--- config.mk ---
export PLATFORM = sky130hd
export DESIGN_NAME = plm_monitor
export DESIGN_NICKNAME = d
export VERILOG_FILES = /design/src/core/plm_pkg.sv /design/src/core/plm_monitor.sv
export SDC_FILE = /design/constraint.sdc
export NUM_CORES = 2
export LEC_CHECK = 0
export ABC_AREA = 1
export ABC_CLOCK_PERIOD_IN_PS = 6400
export BUFFER_PORTS_ARGS = -buffer_cell sky130_fd_sc_hd__buf_2
export CORE_MARGIN = 3
export CORE_UTILIZATION = 58
export CTS_CLUSTER_SIZE = 12
export DETAILED_ROUTE_END_ITERATION = 8
export PLACE_DENSITY = 0.78
export SYNTH_ARGS = -nofsm -noshare
export SYNTH_HDL_FRONTEND = slang
export SYNTH_SLANG_ARGS = --single-unit
--- constraint.sdc ---
create_clock -name clk_sys -period 6.4 [get_ports clk_sys]
set_input_delay 1.28 -clock clk_sys [delete_from_list [all_inputs] [get_ports clk_sys]]
set_output_delay 1.28 -clock clk_sys [all_outputs]
set_load 0.01 [all_outputs]
--- src/core/plm_pkg.sv ---
/*
  Constants, register map and carrier types for the load, stall and
  pulse monitor. Assumes a single 25 MHz system clock.
*/
package plm_pkg;

  // ****************************************
  // Timing
  // ****************************************
  localparam int unsigned CLK_HZ   = 25_000_000;  // System clock rate
  localparam int unsigned CLK_NS   = 40;          // System clock period
  localparam int unsigned TICK_NS  = 100_000_000; // Control tick, 0.1 s
  localparam int unsigned TICK_CYC = TICK_NS / CLK_NS;
  localparam logic [15:0] TPM      = 16'h0258;    // Ticks per minute
  localparam logic [31:0] FREQ_NUM = 32'(CLK_HZ * 10); // Rate with 0.1 divider

  // ****************************************
  // Register map
  // ****************************************
  localparam int NREG = 11;                       // Words in the map
  localparam logic [3:0] IX_CTRL  = 4'h0;         // Enables and selections
  localparam logic [3:0] IX_OVLD  = 4'h1;         // Overload time/thr/inhibit
  localparam logic [3:0] IX_HYST  = 4'h2;         // Steady state band
  localparam logic [3:0] IX_STALL = 4'h3;         // Stall time and current
  localparam logic [3:0] IX_STF   = 4'h4;         // Stall frequency
  localparam logic [3:0] IX_DIV   = 4'h5;         // Pulse scaling divider
  localparam logic [3:0] IX_OVS   = 4'h6;         // Overspeed thr and delay
  localparam logic [3:0] IX_FBL   = 4'h7;         // Feedback loss thr
  localparam logic [3:0] IX_WEAR  = 4'h8;         // Wear brake thr and delay
  localparam logic [3:0] IX_WARN  = 4'h9;         // Warning threshold
  localparam logic [3:0] IX_STAT  = 4'ha;         // Status, write one clears

  // Reset values of the writable words
  localparam logic [31:0] CFG_RST [10] = '{
    32'h0000_0008, 32'h0000_6e00, 32'h0000_0003, 32'h05dc_0258,
    32'h0000_0014, 32'h0000_000a, 32'h0000_7530, 32'h0000_0000,
    32'h0000_0000, 32'h0000_0000};

  // ****************************************
  // Fields
  // ****************************************
  localparam int C_STALL_EN = 0;   // Stall monitoring enable
  localparam int C_SRC      = 1;   // Pulse source, 2 bits
  localparam int C_REACT    = 3;   // Overload reaction, 2 bits
  localparam int C_OVS_EN   = 5;   // Overspeed enable
  localparam int C_FBL_EN   = 6;   // Feedback loss enable
  localparam int C_WEAR_EN  = 7;   // Wear brake enable
  localparam logic [1:0] SRC_NONE = 2'h0;
  localparam logic [1:0] SRC_DI7  = 2'h1;
  localparam logic [1:0] SRC_DI8  = 2'h2;
  localparam logic [1:0] REACT_IGNORE = 2'h0;
  localparam int NERR = 5;         // Sticky error bits in status
  localparam int S_WARN = 5;       // Warning state in status
  localparam int S_INH  = 6;       // Restart inhibit in status
  localparam int S_FREQ = 16;      // Measured frequency in status

  // ****************************************
  // Types
  // ****************************************
  typedef struct packed {
    logic        cur_lim;   // Drive in current limitation
    logic        brake_cfg; // Brake logic configured
    logic [15:0] mot_cur;   // Motor current, 0.1 % of rated
    logic [15:0] ref_freq;  // Pre-ramp reference, 0.1 Hz
    logic [15:0] mot_freq;  // Motor frequency, 0.1 Hz
    logic [15:0] out_freq;  // Output frequency, 0.1 Hz
    logic [15:0] out_cur;   // Output current, 0.1 % of rated
    logic [15:0] est_freq;  // Estimated frequency, 0.1 Hz
  } plm_msr_t;

  typedef struct packed {
    logic       ovld;       // Process overload error
    logic       stall;      // Motor stall error
    logic       ovs;        // Motor overspeed error
    logic       fbl;        // Speed feedback loss error
    logic       brake;      // Brake feedback error
    logic       warn;       // Speed warning level
    logic       inhibit;    // Automatic restart blocked
    logic [1:0] stop;       // Stop demand, reaction code
  } plm_flt_t;

  typedef enum logic [1:0] {
    DIV_IDLE = 2'b01,
    DIV_RUN  = 2'b10
  } plm_div_st_t;

endpackage

--- src/core/plm_monitor.sv ---
/*
  Process overload, stall and pulse frequency monitor with a classic
  Wishbone register slave. Assumes drive measurements arrive on the
  system clock and the pulse pins are asynchronous.
*/
// Function
// - Current limit while ramping means overload
// - Steady state current over threshold means overload
// - Steady when reference minus motor below hysteresis
// - Overload error after continuous detection time
// - Zero detection time disables overload monitoring
// - Always evaluate overload during current limitation
// - Overload threshold is percent of rated current
// - Overload reaction: ignore, freewheel, ramp, fast
// - Block restart for inhibit time after overload
// - Stall: low frequency, high current, too long
// - Stall monitoring enable, default disabled
// - Stall time limit up to 200 s
// - Stall current as percent of rated current
// - Stall frequency level, default 2.0 Hz
// - Pulse source: none, DI7 or DI8
// - Frequency is scaled reciprocal of period
// - Overspeed error after delay above threshold
// - Feedback loss on estimate versus measured mismatch
// - Brake error needs brake logic and enable
// - Brake error delayed by wear brake time
// - Speed warning level only with meter configured
module plm_monitor #(
  parameter int unsigned TICK = plm_pkg::TICK_CYC  // Cycles per control tick
) (
  input  wire logic              clk_sys,
  input  wire logic              reset_n,
  input  wire logic              ce,
  input  wire logic              wb_cyc_i,
  input  wire logic              wb_stb_i,
  input  wire logic              wb_we_i,
  input  wire logic [7:0]        wb_adr_i,
  input  wire logic [3:0]        wb_sel_i,
  input  wire logic [31:0]       wb_dat_i,
  output logic      [31:0]       wb_dat_o,
  output logic                   wb_ack_o,
  input  wire plm_pkg::plm_msr_t msr,
  input  wire logic              pulse_di7,
  input  wire logic              pulse_di8,
  output plm_pkg::plm_flt_t      flt,
  output logic      [15:0]       meas_freq
);

  // ****************************************
  // Register slave
  // ****************************************
  localparam int NERR_W = plm_pkg::NERR;  // Sticky error count
  logic [31:0]         cfg_q [10];   // Writable words
  logic [NERR_W-1:0]   err_q;        // Sticky errors
  logic                ack_q;        // Bus acknowledge
  logic [31:0]         dat_q;        // Read data
  logic [3:0]          idx;          // Word index
  logic                wr;           // Write at the acknowledged edge

  // Merge write data under byte enables
  function automatic logic [31:0] bmerge(input logic [31:0] o,
                                         input logic [31:0] n,
                                         input logic [3:0]  s);
    logic [31:0] r;
    r = o;
    for (int b = 0; b < 4; b++) begin
      if (s[b]) begin
        r[b*8 +: 8] = n[b*8 +: 8];
      end
    end
    return r;
  endfunction

  assign idx = wb_adr_i[5:2];
  assign wr  = wb_cyc_i & wb_stb_i & wb_we_i & ack_q & ~|wb_adr_i[7:6];

  // Acknowledge one cycle after the request, drop it the next
  always_ff @(posedge clk_sys or negedge reset_n) begin
    if (!reset_n) begin
      ack_q <= 1'b0;
    end else if (ce) begin
      ack_q <= wb_cyc_i & wb_stb_i & ~ack_q;
    end
  end

  // Configuration words, written when the master sees ack
  always_ff @(posedge clk_sys or negedge reset_n) begin
    if (!reset_n) begin
      for (int i = 0; i < 10; i++) begin
        cfg_q[i] <= plm_pkg::CFG_RST[i];
      end
    end else if (ce && wr && idx < plm_pkg::IX_STAT) begin
      cfg_q[idx] <= bmerge(cfg_q[idx], wb_dat_i, wb_sel_i);
    end
  end

  // ****************************************
  // Field decode
  // ****************************************
  logic        stall_en, ovs_en, fbl_en, wear_en, ovld_en;
  logic [1:0]  src, react;
  logic [7:0]  ovld_s;        // Detection time, s
  logic [15:0] ovld_thr;      // Overload threshold, 0.1 %
  logic [15:0] inh_lim;       // Inhibit time, ticks
  logic [15:0] hyst;          // Steady band, 0.1 Hz
  logic [9:0]  sdiv;          // Divider, tenths

  assign stall_en = cfg_q[plm_pkg::IX_CTRL][plm_pkg::C_STALL_EN];
  assign ovs_en   = cfg_q[plm_pkg::IX_CTRL][plm_pkg::C_OVS_EN];
  assign fbl_en   = cfg_q[plm_pkg::IX_CTRL][plm_pkg::C_FBL_EN];
  assign wear_en  = cfg_q[plm_pkg::IX_CTRL][plm_pkg::C_WEAR_EN];
  assign src      = cfg_q[plm_pkg::IX_CTRL][plm_pkg::C_SRC +: 2];
  assign react    = cfg_q[plm_pkg::IX_CTRL][plm_pkg::C_REACT +: 2];
  assign ovld_s   = cfg_q[plm_pkg::IX_OVLD][7:0];
  assign ovld_en  = |ovld_s;
  assign ovld_thr = 16'(cfg_q[plm_pkg::IX_OVLD][15:8] * 10);
  assign inh_lim  = 16'(cfg_q[plm_pkg::IX_OVLD][19:16] * plm_pkg::TPM);
  assign hyst     = cfg_q[plm_pkg::IX_HYST][15:0];
  assign sdiv     = (cfg_q[plm_pkg::IX_DIV][9:0] < 10'h00a) ? 10'h00a
                  : cfg_q[plm_pkg::IX_DIV][9:0];

  // ****************************************
  // Control tick
  // ****************************************
  logic [31:0] tk_q;   // Tick divider
  logic        tick;   // One cycle per 0.1 s

  assign tick = (tk_q == 32'(TICK - 1));

  // Free running tick divider
  always_ff @(posedge clk_sys or negedge reset_n) begin
    if (!reset_n) begin
      tk_q <= '0;
    end else if (ce) begin
      tk_q <= tick ? '0 : tk_q + 32'h1;
    end
  end

  // ****************************************
  // Pulse input synchronisers
  // ****************************************
  logic [1:0] s1_q, s2_q;   // Two stages per pin
  logic [1:0] pin;
  logic       pl_q;         // Selected level, delayed

  assign pin = {pulse_di8, pulse_di7};

  generate
    for (genvar g = 0; g < 2; g++) begin : g_sync
      // Two flip-flop synchroniser
      always_ff @(posedge clk_sys or negedge reset_n) begin
        if (!reset_n) begin
          s1_q[g] <= 1'b0;
          s2_q[g] <= 1'b0;
        end else if (ce) begin
          s1_q[g] <= pin[g];
          s2_q[g] <= s1_q[g];
        end
      end
    end
  endgenerate

  logic psel;   // Chosen pulse level
  assign psel = (src == plm_pkg::SRC_DI7) ? s2_q[0]
              : (src == plm_pkg::SRC_DI8) ? s2_q[1] : 1'b0;

  // ****************************************
  // Period and reciprocal
  // ****************************************
  logic [23:0]          per_q;   // Cycles since last rising edge
  logic [33:0]          dvs_q;   // Period times divider
  logic [34:0]          rem_q;   // Partial remainder
  logic [31:0]          quo_q;   // Quotient
  logic [4:0]           bit_q;   // Numerator bit in work
  logic [15:0]          frq_q;   // Scaled frequency, Hz
  plm_pkg::plm_div_st_t st_q;
  logic                 rise;
  logic [34:0]          rsh;     // Remainder shifted

  assign rise = psel & ~pl_q;
  assign rsh  = {rem_q[33:0], plm_pkg::FREQ_NUM[bit_q]};

  // Period counter, saturating when pulses stop
  always_ff @(posedge clk_sys or negedge reset_n) begin
    if (!reset_n) begin
      pl_q  <= 1'b0;
      per_q <= '0;
    end else if (ce) begin
      pl_q  <= psel;
      per_q <= rise ? 24'h1 : (&per_q ? per_q : per_q + 24'h1);
    end
  end

  // Serial divider: frequency = rate * 10 / (period * divider)
  always_ff @(posedge clk_sys or negedge reset_n) begin
    if (!reset_n) begin
      st_q  <= plm_pkg::DIV_IDLE;
      dvs_q <= '0;
      rem_q <= '0;
      quo_q <= '0;
      bit_q <= '0;
      frq_q <= '0;
    end else if (ce) begin
      // Hand over a finished quotient once, then mark it taken
      if (st_q == plm_pkg::DIV_IDLE && bit_q == 5'h0) begin
        frq_q <= |quo_q[31:16] ? 16'hffff : quo_q[15:0];
        quo_q <= '0;
        bit_q <= 5'h1f;
      end
      unique case (st_q)
        plm_pkg::DIV_IDLE: begin
          if (rise && src != plm_pkg::SRC_NONE && !(&per_q)) begin
            dvs_q <= {10'h0, per_q} * {24'h0, sdiv};
            rem_q <= '0;
            quo_q <= '0;
            bit_q <= 5'h1f;
            st_q  <= plm_pkg::DIV_RUN;
          end
        end
        plm_pkg::DIV_RUN: begin
          // One quotient bit per cycle
          if (rsh >= {1'b0, dvs_q}) begin
            rem_q <= rsh - {1'b0, dvs_q};
            quo_q <= {quo_q[30:0], 1'b1};
          end else begin
            rem_q <= rsh;
            quo_q <= {quo_q[30:0], 1'b0};
          end
          if (bit_q == 5'h0) begin
            st_q <= plm_pkg::DIV_IDLE;  // Last bit, result left in quo_q
          end else begin
            bit_q <= bit_q - 5'h1;
          end
        end
      endcase
      // No meter or no pulses reads as zero, even mid division
      if (src == plm_pkg::SRC_NONE || &per_q) begin
        frq_q <= '0;
      end
    end
  end

  // ****************************************
  // Conditions
  // ****************************************
  logic [15:0] fdiff;    // Reference minus motor, absolute
  logic        steady;
  logic [19:0] f10;      // Measured speed in 0.1 Hz
  logic [19:0] ediff;    // Estimate versus measured
  logic        meter;    // Meter configured
  logic [3:0]  tcond;    // Timed conditions
  logic [15:0] tlim [4]; // Limits in ticks
  logic [3:0]  thit;     // Condition held long enough
  logic        fbl_set;

  assign fdiff = (msr.ref_freq > msr.mot_freq) ? msr.ref_freq - msr.mot_freq
               : msr.mot_freq - msr.ref_freq;
  assign steady = fdiff < hyst;
  assign meter  = src != plm_pkg::SRC_NONE;
  assign f10    = 20'(frq_q * 10);
  assign ediff  = ({4'h0, msr.est_freq} > f10) ? {4'h0, msr.est_freq} - f10
                : f10 - {4'h0, msr.est_freq};
  // Current limit in any phase, or steady overcurrent
  assign tcond[0] = ovld_en & (msr.cur_lim
                  | (steady & (msr.mot_cur > ovld_thr)));
  assign tcond[1] = stall_en
                  & (msr.out_freq < cfg_q[plm_pkg::IX_STF][15:0])
                  & (msr.out_cur > cfg_q[plm_pkg::IX_STALL][31:16]);
  assign tcond[2] = ovs_en & meter & (frq_q > cfg_q[plm_pkg::IX_OVS][15:0]);
  assign tcond[3] = msr.brake_cfg & wear_en & meter
                  & (frq_q > cfg_q[plm_pkg::IX_WEAR][15:0]);
  assign tlim[0] = 16'(ovld_s * 10);
  assign tlim[1] = cfg_q[plm_pkg::IX_STALL][15:0];
  assign tlim[2] = cfg_q[plm_pkg::IX_OVS][31:16];
  assign tlim[3] = cfg_q[plm_pkg::IX_WEAR][31:16];
  assign fbl_set = fbl_en & meter
                 & (ediff > {4'h0, cfg_q[plm_pkg::IX_FBL][15:0]});

  // ****************************************
  // Persistence timers
  // ****************************************
  logic [15:0] tc_q [4];   // Held time, ticks

  generate
    for (genvar t = 0; t < 4; t++) begin : g_tmr
      // Count ticks while held, clear when the condition drops
      always_ff @(posedge clk_sys or negedge reset_n) begin
        if (!reset_n) begin
          tc_q[t] <= '0;
        end else if (ce) begin
          if (!tcond[t]) begin
            tc_q[t] <= '0;
          end else if (tick && !(&tc_q[t])) begin
            tc_q[t] <= tc_q[t] + 16'h1;
          end
        end
      end
      // Stall needs strictly longer than its limit
      assign thit[t] = tcond[t] & ((t == 1) ? (tc_q[t] > tlim[t])
                                            : (tc_q[t] >= tlim[t]));
    end
  endgenerate

  // ****************************************
  // Errors, inhibit and outputs
  // ****************************************
  logic [NERR_W-1:0] eset, eclr;
  logic [15:0]       inh_q;   // Restart inhibit left, ticks
  logic              warn;

  assign eset = {fbl_set, thit[3], thit[2], thit[1], thit[0]};
  assign eclr = (wr && idx == plm_pkg::IX_STAT && wb_sel_i[0])
              ? wb_dat_i[NERR_W-1:0] : '0;
  assign warn = meter & (frq_q > cfg_q[plm_pkg::IX_WARN][15:0]);

  // Sticky errors, a new event beats a clear
  always_ff @(posedge clk_sys or negedge reset_n) begin
    if (!reset_n) begin
      err_q <= '0;
    end else if (ce) begin
      err_q <= (err_q & ~eclr) | eset;
    end
  end

  // Restart inhibit loads on each overload detection
  always_ff @(posedge clk_sys or negedge reset_n) begin
    if (!reset_n) begin
      inh_q <= '0;
    end else if (ce) begin
      if (thit[0]) begin
        inh_q <= inh_lim;
      end else if (tick && inh_q != '0) begin
        inh_q <= inh_q - 16'h1;
      end
    end
  end

  // Registered fault outputs and status read data
  always_ff @(posedge clk_sys or negedge reset_n) begin
    if (!reset_n) begin
      flt   <= '0;
      dat_q <= '0;
    end else if (ce) begin
      flt.ovld    <= err_q[0];
      flt.stall   <= err_q[1];
      flt.ovs     <= err_q[2];
      flt.brake   <= err_q[3];
      flt.fbl     <= err_q[4];
      flt.warn    <= warn;
      flt.inhibit <= inh_q != '0;
      flt.stop    <= err_q[0] ? react : plm_pkg::REACT_IGNORE;
      if (wb_cyc_i && wb_stb_i && !ack_q) begin
        if (wb_adr_i[7:6] != 2'h0 || idx > plm_pkg::IX_STAT) begin
          dat_q <= '0;
        end else if (idx == plm_pkg::IX_STAT) begin
          dat_q <= {frq_q, 9'h0, inh_q != '0, warn, err_q};
        end else begin
          dat_q <= cfg_q[idx];
        end
      end
    end
  end

  assign wb_ack_o  = ack_q;
  assign wb_dat_o  = dat_q;
  assign meas_freq = frq_q;
endmodule

# Word level (Yosys, flattened, before mapping)
# Memory sizes are Yosys's and may differ from the RTL's.
# Index checks and enable logic that the tools add are counted.
[word_totals] out_inout_bits=58 regBits=631 word_cells=227 n_memories=1 input_bits=150 mem_bits_ro=32
[classes] reduce_logical=51 n_bitwise=29 magnitude_cmp=21 mul=5 n_addsub=13 mux=54 eq_ne=14
[memory_table] memory="(no name shown)" words=32 width=1 read_ports=1 rd_ports_with_merged_regs=0 write_ports=0 line_no="plm_monitor.sv:181" rtl="assign rsh = {rem_q[33:0], plm_pkg::FREQ_NUM[bit_q]};"
[op_table] operator="320-bit bitwise mux" n=1
[op_table] operator="32-bit two-way mux" n=8
[op_table] operator="16-bit two-way mux" n=14
[op_table] operator="32-bit binary-select mux with 4-bit select" n=1
[op_table] operator="32-bit demux with 4-bit select" n=1
[op_table] operator="16-bit > comparator" n=6
[op_table] operator="34-bit two-way mux" n=2
[op_table] operator="34-bit case mux with 2 select lines" n=1
[op_table] operator="16-bit by 1-bit adder with 16-bit output, second input constant" n=4
[op_table] operator="8-bit two-way mux" n=8
[op_table] operator="32-bit case mux with 2 select lines" n=1
[op_table] operator="16-bit AND reduction" n=4
[op_table] operator="24-bit two-way mux" n=2
[op_table] operator="35-bit by 34-bit greater-or-equal comparator with 1-bit output" n=1
[op_table] operator="24-bit by 10-bit multiplier with 34-bit output" n=1
[op_table] operator="34-bit subtractor" n=1
[op_table] operator="32-bit by 1-bit adder with 32-bit output, second input constant" n=1
[op_table] operator="32-bit by 22-bit == test with 1-bit output, second input constant" n=1
[op_table] operator="16-bit greater-or-equal comparator" n=2
[op_table] operator="16-bit less-than comparator" n=2
[op_table] operator="16-bit subtractor" n=2
[op_table] operator="24-bit by 1-bit adder with 24-bit output, second input constant" n=1
[op_table] operator="24-bit AND reduction" n=1
[op_table] operator="1-bit bitwise AND" n=22
[op_table] operator="other kinds (48)" n=99

# Depth between registers and ports, before layout
[logic_depth] depth_word=10 depth_mapped=36 depth_no_buf=35

# Least setup slack after synthesis
# Ideal clock, no wire load.
[synth_path] path_kind="flip-flop to flip-flop" from="register cfg_q[135] (netlist name)" to="register dvs_q[21]" synth_period_minus_slack_ns=6.046 path_stages_with_launch=28 path_slack_ns=0.354 setup_time_ns=0.126 path_buffers=2 t_arrival_ns=5.921 t_required_ns=6.274 path_cell_list="dfrtp_1 -> clkbuf_1 -> nor4_1 -> nand2_1 -> nor2_1 -> inv_1 -> nand2_1 -> clkbuf_1 -> nand2_1 -> fa_1 -> inv_1 -> fa_1 -> fa_1 -> fa_1 -> inv_1 -> fa_1 -> inv_1 -> ha_1 -> a21oi_1 -> o21ai_0 -> o21bai_1 -> a21oi_1 -> inv_1 -> a21oi_1 -> o21ai_0 -> or2_2 -> nand3_1 -> o21ai_0"
[synth_between] elab_chain_len=3
[synth_lines] item="from (decl)" line_no="plm_monitor.sv:53" rtl="logic [31:0] cfg_q [10];"
[synth_lines] item="from (signal, indexed assignment)" line_no="plm_monitor.sv:90" rtl="cfg_q[i] <= plm_pkg::CFG_RST[i];"
[synth_lines] item="from (signal, indexed assignment)" line_no="plm_monitor.sv:93" rtl="cfg_q[idx] <= bmerge(cfg_q[idx], wb_dat_i, wb_sel_i);"
[synth_lines] item="10-bit by 4-bit less-than comparator with 1-bit output" line_no="plm_monitor.sv:119" rtl="assign sdiv = (cfg_q[plm_pkg::IX_DIV][9:0] < 10'h00a) ? 10'h00a"
[synth_lines] item="10-bit two-way mux *" line_no="plm_monitor.sv:119"
[synth_lines] item="24-bit by 10-bit multiplier with 34-bit output *" line_no="plm_monitor.sv:213" rtl="dvs_q <= {10'h0, per_q} * {24'h0, sdiv};"
[synth_lines] item="to (signal assigned)" line_no="plm_monitor.sv:213"
[synth_lines] item="to (decl)" line_no="plm_monitor.sv:171" rtl="logic [33:0] dvs_q;"
# Every way passes the cells marked *; elsewhere a longest branch is shown, timed or not.
# A chain may end at the register's enable or synchronous reset.

# Final worst setup path
# Same ends and word-level chain as after synthesis.

==> flow_metrics.tcl <==
set metrics [dict create \
    grt_overflow_total 0 \
    antenna_found_initial 2 \
    fill_cells 7064 \
    htreeDepth 3 \
    clk_path_buf_depth 3 \
    critPathKind "flop to flop" \
    leakage_nw 27.2 \
    syn_area_per_cell_um2 7.74 \
    slew_violations 0 \
    maxSlewHeadroom 0.166 \
    grt_max_degree 159 \
    outcome "complete, no violations" \
    tritoncts "built" \
    synth_cells 6301 \
    ant_nets 0 \
    finalHoldViolations 0 \
    numCtsBuffers 71 \
    layout_min_cycle_time_ps 6170 \
    clkTransAtPathRegs_ps 60 \
    netlist_area_um2 48800 \
    tightest_slew_ps 1250 \
    synthToLayoutAreaGrowth_pct 9.77 \
    clk_latency_ps 660 \
    ios 208 \
    dieArea_um2 87600 \
    drcViolationCount 0 \
    timing.final.crit_share 0.964 \
    async_flop_share 1.00 \
    fin_skew_ps 36.6 \
    dr.pass1.iters 6 \
    first_iter_violations 3850 \
    die_w_um 296 \
    maxCapViolCount 0 \
    dp_hpwl_mm 104 \
    multiInputGateArea_um2 28500 \
    arrival_ps 6680 \
    place.gp.congestion 0.966 \
    cp_slowest_cell "fa_1" \
    syn_nets 7055 \
    p_per_area_nw_per_um2 229 \
    dr_total_vias 44100 \
    max_stage_delay_ps 570 \
    synth_warnings 0 \
    final_cells 7553 \
    final_common_cell "nand2_1" \
    register_area_um2 15800 \
    synth_edf_count 0 \
    grt_pass1_wl_mm 225 \
    finalSetupViolations 0 \
    placed_cells 7419 \
    num-nets-final 7179 \
    core_area_um2 82800 \
    min_path_type "flop to flop" \
    track_usage 0.321 \
    rows 105 \
    pre_cts_ws_ps 139 \
    clkSinkCount 631 \
    routed_wl_mm 141 \
    cp-start-kind "flop" \
    path_common_cell "inv_1" \
    ys_types 74 \
    port_buffers 205 \
    post_drt_wl_per_cell_um 18.7 \
    synth_seq_area_share 0.324 \
    max_freq_ghz 0.162 \
    vdd_ir_drop_max_uv 252 \
    drive_gt1_frac 0.0889 \
    final_cell_mix "nand2_1, inv_1, dfrtp_1" \
    initial_core_util 0.590 \
    root_buffer "clkbuf_16" \
    hold_buffers 0 \
    die_y_um 296 \
    cp_max_fo 12 \
    critPathRequiredTime_ps 6910 \
    worst_slack_ps 230 \
    ys.flop_type "dfrtp_1" \
    grt_pass1_vias 42400 \
    rrSetupSlack_ps 230 \
    end_kind "flop" \
    yosys_register_bits 631 \
    routed_via_density 5.84 \
]
power by group:
group,internal [mW],switching (mW),leakage [nW],total [mW]
combinational,1.22,2.23,17.6,3.45
clock,2.53,1.80,1.19,4.33
sequential,4.19,0.301,8.47,4.49
total,7.94,4.33,27.2,12.3
metal layers:
metal  global-route usage  vias up  wire length [um]
met5                    0        -                11
met4                0.149        2              7370
met3               0.0535      344             11000
met2                0.520     1706             65100
met1                0.423    21100             57800
li1                     -    21000                 -
cell usage after synthesis (all sizes together) (3+ instances only):
cell type,n,area [um^2]
o21ai,660,3430
o211ai,37,283
inv,1004,3770
nand3,217,1110
nand3b,4,33.8
o21a,9,67.6
a211oi,9,67.6
a32o,17,170
mux2i,3,42.5
clkbuf,177,668
o221a,3,33.8
nor4,44,290
dfrtp,600,15000
dfstp,31,815
o2111ai,6,52.6
or2,12,75.1
a21boi,6,45.1
o31ai,16,120
ha,421,5270
fa,183,3660
nand4,79,500
o22ai,40,269
a21o,17,128
nor3b,10,91.3
nand2,1537,5790
a41oi,3,26.3
xnor2,42,368
o21bai,19,143
nor2,326,1330
a22oi,98,736
xor2,136,1190
o221ai,51,447
a31oi,25,163
a221oi,33,289
buf,48,248
a21oi,275,1380
nor3,87,509
flip-flops by register name, indices dropped and copies added (netlist names), 5 cells and up:
| name | cells |
|---|---|
| bit_q | 5 |
| cfg_q | 320 |
| dvs_q | 34 |
| err_q | 5 |
| flt | 9 |
| inh_q | 16 |
| meas_freq | 16 |
| per_q | 24 |
| quo_q | 32 |
| rem_q | 34 |
| tc_q | 64 |
| tk_q | 32 |
| wb_dat_o | 32 |
timing repair:
item	4_1_cts	5_1_grt
setup endpoints to repair	0	14
gates resized for setup	0	38
endpoints found under the hold margin	0	0
buffers inserted	0	2
layout make-up:
| cell class | instances | share of cell area |
|---|---|---|
| well taps | 1070 | 0.0250 |
| flip-flops and latches | 631 | 0.296 |
| inverters | 1006 | 0.0706 |
| repair buffers | 276 | 0.0310 |
| clock buffers | 107 | 0.0389 |
| diodes | 3 | 0.000140 |
| multi-input cells | 4439 | 0.532 |
| clock inverters | 21 | 0.00703 |
worst max-delay path: cells and delay by family, from the launching register on:
kind                     cells  cell delay, ps
buffers and inverters        7             590
adder cells (fa/ha/maj)      6            2990
AND/OR/NAND/NOR              8            1220
flip-flops                   1             400
AO/OA/AOI/OAI                6             850
final timing paths:
check                                start     endpoint  cells after the start
worst min register to register      flt[8]       flt[8]                      2
max in group asynchronous          reset_n   cfg_q[153]                      2
min in group asynchronous          reset_n  wb_dat_o[4]                      1
worst max-delay path            cfg_q[135]    dvs_q[21]                     27
worst max register to register  cfg_q[135]    dvs_q[21]                     27
worst min-delay path                flt[8]       flt[8]                      2
through the flow:
step | TNS (ps) | hold WS [ps] | instance area (um^2) | power (mW) | utilization
5_1_grt | -106 | 487 | 53600 | 12.9 | 0.647
6_report | 0 | 469 | 53600 | 12.3 | 0.647
2_1_floorplan | 0 | 442 | 48800 | 6.92 | -
3_5_place_dp | 0 | 462 | 50900 | 7.85 | 0.615
4_1_cts | 0 | 476 | 53300 | 12.2 | 0.644
3_3_place_gp | 0 | 452 | 50900 | 7.77 | 0.615
cells by family after synthesis:
kind of cell | share of synthesized area
compound gates | 0.163
simple gates | 0.200
mux | 0.000872
flops | 0.324
xor+xnor | 0.0320
buf+inv | 0.0963
fa+ha+maj | 0.183
Note: power is estimated with default switching activity, not from simulation.
